===== config.mk =====
export PLATFORM = sky130hd
export DESIGN_NAME = ssp_core
export DESIGN_NICKNAME = d
export VERILOG_FILES = /design/src/core/ssp_pkg.sv /design/src/core/ssp_core.sv /design/src/core/ssp_sync.sv /design/src/core/ssp_rate_gen.sv
export SDC_FILE = /design/constraint.sdc
export NUM_CORES = 1
export LEC_CHECK = 0
export BUFFER_PORTS_ARGS = -buffer_cell sky130_fd_sc_hd__buf_2
export CORE_MARGIN = 3
export CORE_UTILIZATION = 60
export CTS_BUF_LIST = sky130_fd_sc_hd__clkbuf_4
export CTS_CLUSTER_SIZE = 8
export DETAILED_ROUTE_END_ITERATION = 7
export PLACE_DENSITY = 0.8
export SYNTH_ARGS = -nofsm -noshare
export SYNTH_HDL_FRONTEND = slang
export SYNTH_HIERARCHICAL = 1
export SYNTH_SLANG_ARGS = --single-unit
export TNS_END_PERCENT = 30

===== constraint.sdc =====
create_clock -name clk -period 4.2 [get_ports clk]
set_clock_uncertainty 0.05 [all_clocks]
set_input_delay 0.84 -clock clk [delete_from_list [all_inputs] [get_ports clk]]
set_output_delay 0.84 -clock clk [all_outputs]
set_load 0.005 [all_outputs]

===== src/core/ssp_pkg.sv =====
package ssp_pkg;

  // Register offsets on the plain register port.
  localparam logic [7:0] SSP_OFS_CTRL_A = 8'h05;
  localparam logic [7:0] SSP_OFS_CTRL_B = 8'h06;
  localparam logic [7:0] SSP_OFS_DATA   = 8'h07;
  localparam logic [7:0] SSP_OFS_OPT    = 8'h08;
  localparam logic [7:0] SSP_OFS_IRQ    = 8'h09;

  // Field positions in spi_control_a.
  localparam int SSP_A_SMP  = 7;
  localparam int SSP_A_WRITE_COLLISION_FLAG = 6;
  localparam int SSP_A_RATE = 3;
  localparam int SSP_A_EDGE = 2;
  localparam int SSP_A_ORD  = 1;
  localparam int SSP_A_WBE  = 0;

  // Field positions in spi_control_b.
  localparam int SSP_B_START = 7;
  localparam int SSP_B_MODE  = 1;
  localparam int SSP_B_RBF   = 0;

  // Field positions in the option and interrupt registers.
  localparam int SSP_O_EXTCLK = 0;
  localparam int SSP_O_SSEN   = 1;
  localparam int SSP_I_FLAG   = 0;
  localparam int SSP_I_EN     = 1;

  localparam logic [7:0] SSP_RST_REG = 8'h00;

  // Bits per transfer and serial-clock half periods per transfer.
  localparam int         SSP_BITS  = 8;
  localparam logic [4:0] SSP_HALVES = 5'h10;

  // Half period of each internal serial clock, in clk cycles.
  localparam logic [7:0] SSP_HALF_0 = 8'h04;
  localparam logic [7:0] SSP_HALF_1 = 8'h08;
  localparam logic [7:0] SSP_HALF_2 = 8'h10;
  localparam logic [7:0] SSP_HALF_3 = 8'h20;
  localparam logic [7:0] SSP_HALF_4 = 8'h40;
  localparam logic [7:0] SSP_HALF_5 = 8'h80;

  typedef enum logic [1:0] {
    SSP_MODE_TX   = 2'h0,
    SSP_MODE_RX   = 2'h1,
    SSP_MODE_TXRX = 2'h2,
    SSP_MODE_RSV  = 2'h3
  } ssp_mode_t;

  typedef struct packed {
    logic sck;
    logic si;
    logic ss;
  } ssp_pins_t;

  typedef struct packed {
    logic       sample_phase_select;
    logic [2:0] rate;
    logic       edge_sel;
    logic       lsb_first;
    ssp_mode_t  mode;
    logic       ext_clk;
    logic       ss_en;
  } ssp_cfg_t;

endpackage : ssp_pkg


===== src/core/ssp_core.sv =====
`timescale 1ns/1ps
// Functional notes
// RQ1: Clock, input and output pins; unused data pins are left undriven for general use.
// RQ2: Rate field picks one of six internal clocks driven out, or external clock.
// RQ3: Shift order bit selects MSB-first or LSB-first.
// RQ4: Edge select bit picks rising or falling edge to latch input.
// RQ5: Sample phase bit samples input mid-bit or at bit end.
// RQ6: Mode field selects transmit-only, receive-only or full duplex.
// RQ7: Transmit-only shifts the buffered byte out after start is set.
// RQ8: After the last bit the interrupt flag sets and start clears.
// RQ9: Software sets start again for each byte; one byte per start.
// RQ10: Transmit-only, internal clock: no start without fresh data written.
// RQ11: Receive-only shifts eight bits in, then interrupts and clears start.
// RQ12: Receive-only, internal clock: no start while previous byte unread.
// RQ13: Full duplex sends and captures one byte together.
// RQ14: One shared data buffer for transmit and receive.
// RQ15: Duplex, internal clock: write before read withholds transfer.
// RQ16: Slave select works only with external clock and when enabled.
// RQ17: Slave select high stops driving output and data is ignored.
// RQ18: Receive full sets on captured byte, clears on data read.
// RQ19: Write during shifting sets collision flag and is discarded.
// RQ20: Interrupt flag stays until cleared; request only when enabled.
module ssp_core (
  input  wire logic       clk,
  input  wire logic       nrst,
  input  wire logic [7:0] addr,
  input  wire logic [7:0] wdata,
  input  wire logic       wr,
  input  wire logic       rd,
  output logic      [7:0] rdata,
  input  wire logic       sck_i,
  output logic            sck_o,
  output logic            sck_oe,
  input  wire logic       si_i,
  output logic            so_o,
  output logic            so_oe,
  input  wire logic       ss_n_i,
  output logic            irq
);
  ssp_pkg::ssp_cfg_t  cfg_q;
  ssp_pkg::ssp_pins_t pins;
  ssp_pkg::ssp_pins_t lvl;
  ssp_pkg::ssp_pins_t rise;
  ssp_pkg::ssp_pins_t fall;

  logic [7:0] data_q;
  logic [7:0] tx_q;
  logic [7:0] rx_q;
  logic [3:0] lat_q;
  logic [4:0] hc_q;
  logic       busy_q;
  logic       start_q;
  logic       new_q;
  logic       wbr_q;
  logic       rbf_q;
  logic       write_collision_flag_q;
  logic       iflag_q;
  logic       ien_q;
  logic       sck_q;

  // Register port decode.
  wire        wr_a    = wr && (addr == ssp_pkg::SSP_OFS_CTRL_A);
  wire        wr_b    = wr && (addr == ssp_pkg::SSP_OFS_CTRL_B);
  wire        wr_d    = wr && (addr == ssp_pkg::SSP_OFS_DATA);
  wire        wr_o    = wr && (addr == ssp_pkg::SSP_OFS_OPT);
  wire        wr_i    = wr && (addr == ssp_pkg::SSP_OFS_IRQ);
  wire        rd_d    = rd && (addr == ssp_pkg::SSP_OFS_DATA);
  wire [7:0]  reg_a   = {cfg_q.sample_phase_select, write_collision_flag_q, cfg_q.rate, cfg_q.edge_sel, cfg_q.lsb_first, ~new_q};
  wire [7:0]  reg_b   = {start_q, 4'h0, cfg_q.mode, rbf_q};
  wire [7:0]  reg_o   = {6'h00, cfg_q.ss_en, cfg_q.ext_clk};
  wire [7:0]  reg_i   = {6'h00, ien_q, iflag_q};
  wire [7:0]  rd_mux  = (addr == ssp_pkg::SSP_OFS_CTRL_A) ? reg_a :
                        (addr == ssp_pkg::SSP_OFS_CTRL_B) ? reg_b :
                        (addr == ssp_pkg::SSP_OFS_DATA)   ? data_q :
                        (addr == ssp_pkg::SSP_OFS_OPT)    ? reg_o :
                        (addr == ssp_pkg::SSP_OFS_IRQ)    ? reg_i : 8'h00;

  // Mode decode.
  wire        m_tx    = (cfg_q.mode == ssp_pkg::SSP_MODE_TX);                                            // RQ6
  wire        m_rx    = (cfg_q.mode == ssp_pkg::SSP_MODE_RX);                                            // RQ6
  wire        m_dup   = !m_tx && !m_rx;                                                                  // RQ13
  wire        ext     = cfg_q.ext_clk;                                                                   // RQ2
  wire        ss_on   = ext && cfg_q.ss_en;                                                              // RQ16
  wire        desel   = ss_on && lvl.ss;                                                                 // RQ17

  // Start guards for the internal clock.
  wire        ok_tx   = new_q;                                                                           // RQ10
  wire        ok_rx   = !rbf_q;                                                                          // RQ12
  wire        ok_dup  = new_q && !rbf_q && !wbr_q;                                                       // RQ15
  wire        ok      = ext || (m_tx ? ok_tx : m_rx ? ok_rx : ok_dup);
  wire        go      = start_q && !busy_q && ok;                                                        // RQ9
  wire [7:0]  tx_src  = wr_d ? wdata : data_q;

  // Serial clock events, internal or external.
  wire        tick;
  wire        i_shift = !ext && busy_q && tick && !hc_q[0];
  wire        i_latch = !ext && busy_q && tick && hc_q[0];
  wire        e_rise  = ext && busy_q && !desel && rise.sck;
  wire        e_fall  = ext && busy_q && !desel && fall.sck;
  wire        e_latch = cfg_q.edge_sel ? e_fall : e_rise;                                                // RQ4
  wire        e_shift = cfg_q.edge_sel ? e_rise : e_fall;                                                // RQ4
  wire        latch   = i_latch || e_latch;
  wire        shift   = (i_shift || e_shift) && (lat_q != 4'h0);
  wire        last    = (lat_q == 4'(ssp_pkg::SSP_BITS - 1));
  wire        full    = (lat_q == 4'(ssp_pkg::SSP_BITS));
  // The external master gives no edge after the last latch, so end sampling closes there.
  wire        end_ph  = cfg_q.sample_phase_select && !(ext && last);                                                     // RQ5
  wire        smp_lat = latch && !end_ph;                                                                // RQ5
  wire        smp_sh  = shift && cfg_q.sample_phase_select;                                                              // RQ5
  wire        done    = (smp_lat && last) || (smp_sh && full);                                           // RQ8
  wire        sample  = (smp_lat || smp_sh) && !m_tx;                                                    // RQ11
  wire        advance = shift && !full;
  wire        si_bit  = lvl.si;
  wire [7:0]  rx_next = cfg_q.lsb_first ? {si_bit, rx_q[7:1]} : {rx_q[6:0], si_bit};                     // RQ3
  wire        tx_bit  = cfg_q.lsb_first ? tx_q[0] : tx_q[7];                                             // RQ3
  wire [7:0]  tx_next = cfg_q.lsb_first ? {1'b0, tx_q[7:1]} : {tx_q[6:0], 1'b0};
  wire        sck_idl = ~cfg_q.edge_sel;

  assign pins = '{sck: sck_i, si: si_i, ss: ss_n_i};

  ssp_sync #(
    .W       (3)
  ) u_sync (
    .clk     (clk),
    .nrst    (nrst),
    .pin_i   (pins),
    .level_q (lvl),
    .rise    (rise),
    .fall    (fall)
  );

  ssp_rate_gen u_rate (
    .clk     (clk),
    .nrst    (nrst),
    .en      (busy_q && !ext),
    .rate    (cfg_q.rate),
    .tick    (tick)
  );

  // Configuration registers.
  always_ff @(posedge clk or negedge nrst)
  begin
    if (!nrst)
      cfg_q <= '0;
    else
    begin
      if (wr_a)
      begin
        cfg_q.sample_phase_select       <= wdata[ssp_pkg::SSP_A_SMP];
        cfg_q.rate      <= wdata[ssp_pkg::SSP_A_RATE +: 3];                                              // RQ2
        cfg_q.edge_sel  <= wdata[ssp_pkg::SSP_A_EDGE];
        cfg_q.lsb_first <= wdata[ssp_pkg::SSP_A_ORD];
      end
      if (wr_b && !busy_q)
        cfg_q.mode      <= ssp_pkg::ssp_mode_t'(wdata[ssp_pkg::SSP_B_MODE +: 2]);
      if (wr_o && !busy_q)
      begin
        cfg_q.ext_clk   <= wdata[ssp_pkg::SSP_O_EXTCLK];
        cfg_q.ss_en     <= wdata[ssp_pkg::SSP_O_SSEN];
      end
    end
  end

  // Start bit, busy and the data buffer.
  always_ff @(posedge clk or negedge nrst)
  begin
    if (!nrst)
    begin
      start_q <= 1'b0;
      busy_q  <= 1'b0;
      data_q  <= ssp_pkg::SSP_RST_REG;
    end
    else
    begin
      if (done)
        start_q <= 1'b0;                                                                                 // RQ8
      else if (wr_b && !busy_q)
        start_q <= wdata[ssp_pkg::SSP_B_START];
      if (done)
        busy_q <= 1'b0;
      else if (go)
        busy_q <= 1'b1;                                                                                  // RQ7
      if (done && !m_tx)
        data_q <= rx_next;                                                                               // RQ14
      else if (wr_d && !busy_q)
        data_q <= wdata;                                                                                 // RQ19
    end
  end

  // Status flags: a hardware set always wins over a clear in the same cycle.
  always_ff @(posedge clk or negedge nrst)
  begin
    if (!nrst)
    begin
      new_q   <= 1'b0;
      wbr_q   <= 1'b0;
      rbf_q   <= 1'b0;
      write_collision_flag_q  <= 1'b0;
      iflag_q <= 1'b0;
      ien_q   <= 1'b0;
    end
    else
    begin
      if (go)
        new_q <= 1'b0;                                                                                   // RQ10
      else if (wr_d && !busy_q)
        new_q <= 1'b1;
      if (wr_d && !busy_q)
        wbr_q <= rbf_q && !rd_d;                                                                         // RQ15
      if (done && !m_tx)
        rbf_q <= 1'b1;                                                                                   // RQ18
      else if (rd_d)
        rbf_q <= 1'b0;                                                                                   // RQ18
      if (wr_d && busy_q)
        write_collision_flag_q <= 1'b1;                                                                                  // RQ19
      else if (wr_a && !wdata[ssp_pkg::SSP_A_WRITE_COLLISION_FLAG])
        write_collision_flag_q <= 1'b0;
      if (done)
        iflag_q <= 1'b1;                                                                                 // RQ20
      else if (wr_i && !wdata[ssp_pkg::SSP_I_FLAG])
        iflag_q <= 1'b0;
      if (wr_i)
        ien_q <= wdata[ssp_pkg::SSP_I_EN];
    end
  end

  // Shift engine.
  always_ff @(posedge clk or negedge nrst)
  begin
    if (!nrst)
    begin
      tx_q  <= 8'h00;
      rx_q  <= 8'h00;
      lat_q <= 4'h0;
      hc_q  <= 5'h00;
    end
    else if (go)
    begin
      tx_q  <= tx_src;                                                                                   // RQ7
      lat_q <= 4'h0;
      hc_q  <= 5'h00;
    end
    else
    begin
      if (tick && busy_q)
        hc_q <= hc_q + 5'h01;
      if (latch)
        lat_q <= lat_q + 4'h1;
      if (advance)
        tx_q <= tx_next;                                                                                 // RQ13
      if (sample)
        rx_q <= rx_next;                                                                                 // RQ11
    end
  end

  // Pin drivers and the interrupt request.
  always_ff @(posedge clk or negedge nrst)
  begin
    if (!nrst)
    begin
      sck_q  <= 1'b1;
      sck_oe <= 1'b0;
      so_o   <= 1'b0;
      so_oe  <= 1'b0;
      irq    <= 1'b0;
      rdata  <= 8'h00;
    end
    else
    begin
      if (!busy_q || hc_q >= ssp_pkg::SSP_HALVES)
        sck_q <= sck_idl;
      else if (i_shift)
        sck_q <= ~sck_idl;                                                                               // RQ2
      else if (i_latch)
        sck_q <= sck_idl;
      sck_oe <= !ext;                                                                                    // RQ2
      so_o   <= busy_q ? tx_bit : (cfg_q.lsb_first ? tx_src[0] : tx_src[7]);
      so_oe  <= !m_rx && !desel;                                                                         // RQ1 RQ17
      irq    <= iflag_q && ien_q;                                                                        // RQ20
      rdata  <= rd ? rd_mux : 8'h00;
    end
  end

  assign sck_o = sck_q;
endmodule : ssp_core


===== src/core/ssp_sync.sv =====
`timescale 1ns/1ps
// Three-stage synchroniser; a level is taken once stages two and three agree.
module ssp_sync #(
  parameter int W = 3
) (
  input  wire logic         clk,
  input  wire logic         nrst,
  input  wire logic [W-1:0] pin_i,
  output logic      [W-1:0] level_q,
  output logic      [W-1:0] rise,
  output logic      [W-1:0] fall
);
  logic [W-1:0] s1_q;
  logic [W-1:0] s2_q;
  logic [W-1:0] s3_q;
  logic [W-1:0] prev_q;

  for (genvar i = 0; i < W; i++)
  begin : g_bit
    always_ff @(posedge clk or negedge nrst)
    begin
      if (!nrst)
      begin
        s1_q[i]    <= 1'b0;
        s2_q[i]    <= 1'b0;
        s3_q[i]    <= 1'b0;
        level_q[i] <= 1'b0;
        prev_q[i]  <= 1'b0;
      end
      else
      begin
        s1_q[i]   <= pin_i[i];
        s2_q[i]   <= s1_q[i];
        s3_q[i]   <= s2_q[i];
        prev_q[i] <= level_q[i];
        if (s2_q[i] == s3_q[i])
          level_q[i] <= s3_q[i];
      end
    end
    assign rise[i] = level_q[i] & ~prev_q[i];
    assign fall[i] = ~level_q[i] & prev_q[i];
  end
endmodule : ssp_sync


===== src/core/ssp_rate_gen.sv =====
`timescale 1ns/1ps
// Pulses once per serial-clock half period while enabled.
module ssp_rate_gen (
  input  wire logic       clk,
  input  wire logic       nrst,
  input  wire logic       en,
  input  wire logic [2:0] rate,
  output logic            tick
);
  logic [7:0] cnt_q;
  logic [7:0] half;

  // Codes six and seven fall back to the slowest rate.
  assign half = (rate == 3'h0) ? ssp_pkg::SSP_HALF_0 :
                (rate == 3'h1) ? ssp_pkg::SSP_HALF_1 :
                (rate == 3'h2) ? ssp_pkg::SSP_HALF_2 :
                (rate == 3'h3) ? ssp_pkg::SSP_HALF_3 :
                (rate == 3'h4) ? ssp_pkg::SSP_HALF_4 : ssp_pkg::SSP_HALF_5;
  assign tick = en && (cnt_q == half - 8'h01);

  always_ff @(posedge clk or negedge nrst)
  begin
    if (!nrst)
      cnt_q <= 8'h00;
    else if (!en || tick)
      cnt_q <= 8'h00;
    else
      cnt_q <= cnt_q + 8'h01;
  end
endmodule : ssp_rate_gen


==> impl_metrics.env <==
export IMPL_status="finished, final reports clean"
export IMPL_clock_sinks=85
export IMPL_cts_setup_buffers=0
export IMPL_post_cts_resized=0
export IMPL_clock_root_buffer="clkbuf_4"
export IMPL_grt_max_degree=86
export IMPL_port_buffers=35
export IMPL_hold_buffers=0
export IMPL_rr_startpoint="u_rate/cnt_q[2]$_DFF_PN0_"
export IMPL_synth_cells=374
export IMPL_cp_end_kind="register"
export IMPL_drtIter0Drc=195
export IMPL_first_pass_iters=4
export IMPL_r2r_end="rx_q[0]$_DFFE_PN0P_"
export IMPL_cts_buffers=9
export IMPL_grt_use_total_pct=22.9
export IMPL_finalSetupTns_ns=0
export IMPL_cts_buffer_depth=2
export IMPL_synthesis_area_um2=4270
export IMPL_clkLatencyLatePin_ns=0.43
export IMPL_grt_antenna_before_repair=0
export IMPL_viasPerCell=5.84
export IMPL_grt_pass1_vias=2925
export IMPL_grt_setup_unrepaired="no"
export IMPL_yosys_warnings=6
export IMPL_hpwl_um=6120
export IMPL_fmax_ghz=0.289
export IMPL_cap_violations=0
export IMPL_wl_um=8800
export IMPL_r2r_setup_slack_ns=0.75
export IMPL_p_leak_uw=0.00211
export IMPL_drive_above_1_share_pct=21.8
export IMPL_min_from="u_sync/s1_q[2]$_DFF_PN0_"
export IMPL_die_height_um=90.4
export IMPL_layout_min_cycle_time_ns=3.45
export IMPL_cts_tree="built"
export IMPL_final_area_um2=4680
export IMPL_power_density_nw_per_um2=390
export IMPL_ios=36
export IMPL_nets=431
export IMPL_arrival_ns=3.74
export IMPL_initial_core_util_pct=62.5
export IMPL_area_growth_pct=9.58
export IMPL_worstHoldEndpoint="u_sync/s2_q[2]$_DFF_PN0_"
export IMPL_postRouteAntennaNets=0
export IMPL_required_ns=4.48
export IMPL_die_area_um2=8160
export IMPL_cp_startpoint="u_rate/cnt_q[2]$_DFF_PN0_"
export IMPL_core_region_area_um2=6830
export IMPL_finalSetupViolCount=0
export IMPL_drv_slew=0
export IMPL_synthesis_nets=401
export IMPL_gp_congestion=0.843
export IMPL_min_path_cells=0
export IMPL_hold_class="reg -> reg"
export IMPL_cts_htree_levels=3
export IMPL_critical_path_class="reg -> reg"
export IMPL_antenna_cells=0
export IMPL_slew_headroom_pct=30.3
export IMPL_post_route_drc_count=0
export IMPL_clk_pin_slew_ns=0.15
export IMPL_path_max_fanout=10
export IMPL_die_x_um=90.4
export IMPL_fin_crit_sh_pct=82.3
export IMPL_grt_pass1_wl_um=14900
export IMPL_power_total_uw=1820
export IMPL_worstMarginPinSlew_ns=1.04
export IMPL_avgSynthCellArea_um2=11.4
export IMPL_num_rows=30
export IMPL_ir_worst_vdd_v=0.000234
export IMPL_vias=2950
export IMPL_grt_overflow=0
export IMPL_r2r_cells=9
export IMPL_finalHoldViolations=0
export IMPL_place_area_um2=4490
export IMPL_routedWlPerCell_um=17.4
export IMPL_cp_start_kind="register"
[cell usage in the layout (no fill, tap or decap), drive strengths merged, types with 3 or more instances in the layout]
| master | count |
|---|---|
| a211oi | 9 |
| nand3 | 15 |
| and3 | 5 |
| buf | 36 |
| maj3 | 3 |
| mux2i | 54 |
| a21o | 3 |
| ha | 4 |
| nor2b | 6 |
| nand2 | 26 |
| a22oi | 3 |
| dfrtp | 84 |
| clkbuf | 9 |
| and2 | 5 |
| inv | 16 |
| bufinv | 3 |
| xor2 | 11 |
| xnor2 | 4 |
| nand2b | 6 |
| a21oi | 12 |
| o21ai | 15 |
| mux2 | 18 |
| nand4 | 6 |
| nor2 | 20 |
[stage by stage]
stage               setup WS, ns  hold slack [ns]  util, %  std cells
CTS                        0.726            0.308     68.5        505
global route               0.549            0.323     68.5        505
finish                     0.745            0.311     68.5        505
floorplan                   1.06            0.281        -        374
global placement           0.847            0.283     65.7        489
detailed placement         0.748            0.285     65.7        489
[power by group]
part,switching (uW),total [uW],internal [uW]
Clock,292,596,304
Sequential,78.4,962,883
Combinational,152,267,114
[sequential cells by signal, summed over array words and instances, names as in the netlist, 4 cells and up]
signal	flops
cfg_q	9
hc_q	5
rdata	8
data_q	8
rx_q	8
tx_q	8
u_rate/cnt_q	8
lat_q	4
[worst max-delay path by stage]
| stage | to | cells after the start |
|---|---|---|
| after floorplan | rx_q[0]$_DFFE_PN0P_ | 9 |
| after global placement | rx_q[0]$_DFFE_PN0P_ | 9 |
| after detailed placement | rx_q[0]$_DFFE_PN0P_ | 9 |
| after CTS | rx_q[0]$_DFFE_PN0P_ | 9 |
| after global routing | data_q[5]$_DFFE_PN0P_ | 9 |
| final | rx_q[0]$_DFFE_PN0P_ | 9 |
[metal layers]
| layer | global-route usage, % | share of wire (%) |
|---|---|---|
| met1 | 32.4 | 47 |
| met2 | 35.1 | 47 |
| met3 | 3.75 | 4.4 |
| met4 | 9.95 | 1.8 |
| met5 | 0 | 0 |
[critical path: stages (launching register included)]
cell and delay, ns:
dfrtp_1 0.50, or4_1 0.54, a21o_1 0.19, a22oi_4 0.25, and3_1 0.31, nand3_1 0.14
o32ai_2 0.36, nand2_2 0.13, a211oi_4 0.54, mux2_4 0.34
[final cells by class]
cell class	instances	area (um^2)
inverters	15	56.3
well taps	96	120
repair buffers	36	185
clock buffers	9	67.6
flip-flops and latches	85	2130
multi-input cells	257	2000
clock inverters	7	123
fillers	531	2150
No activity file was read; power rests on OpenSTA's default activity.
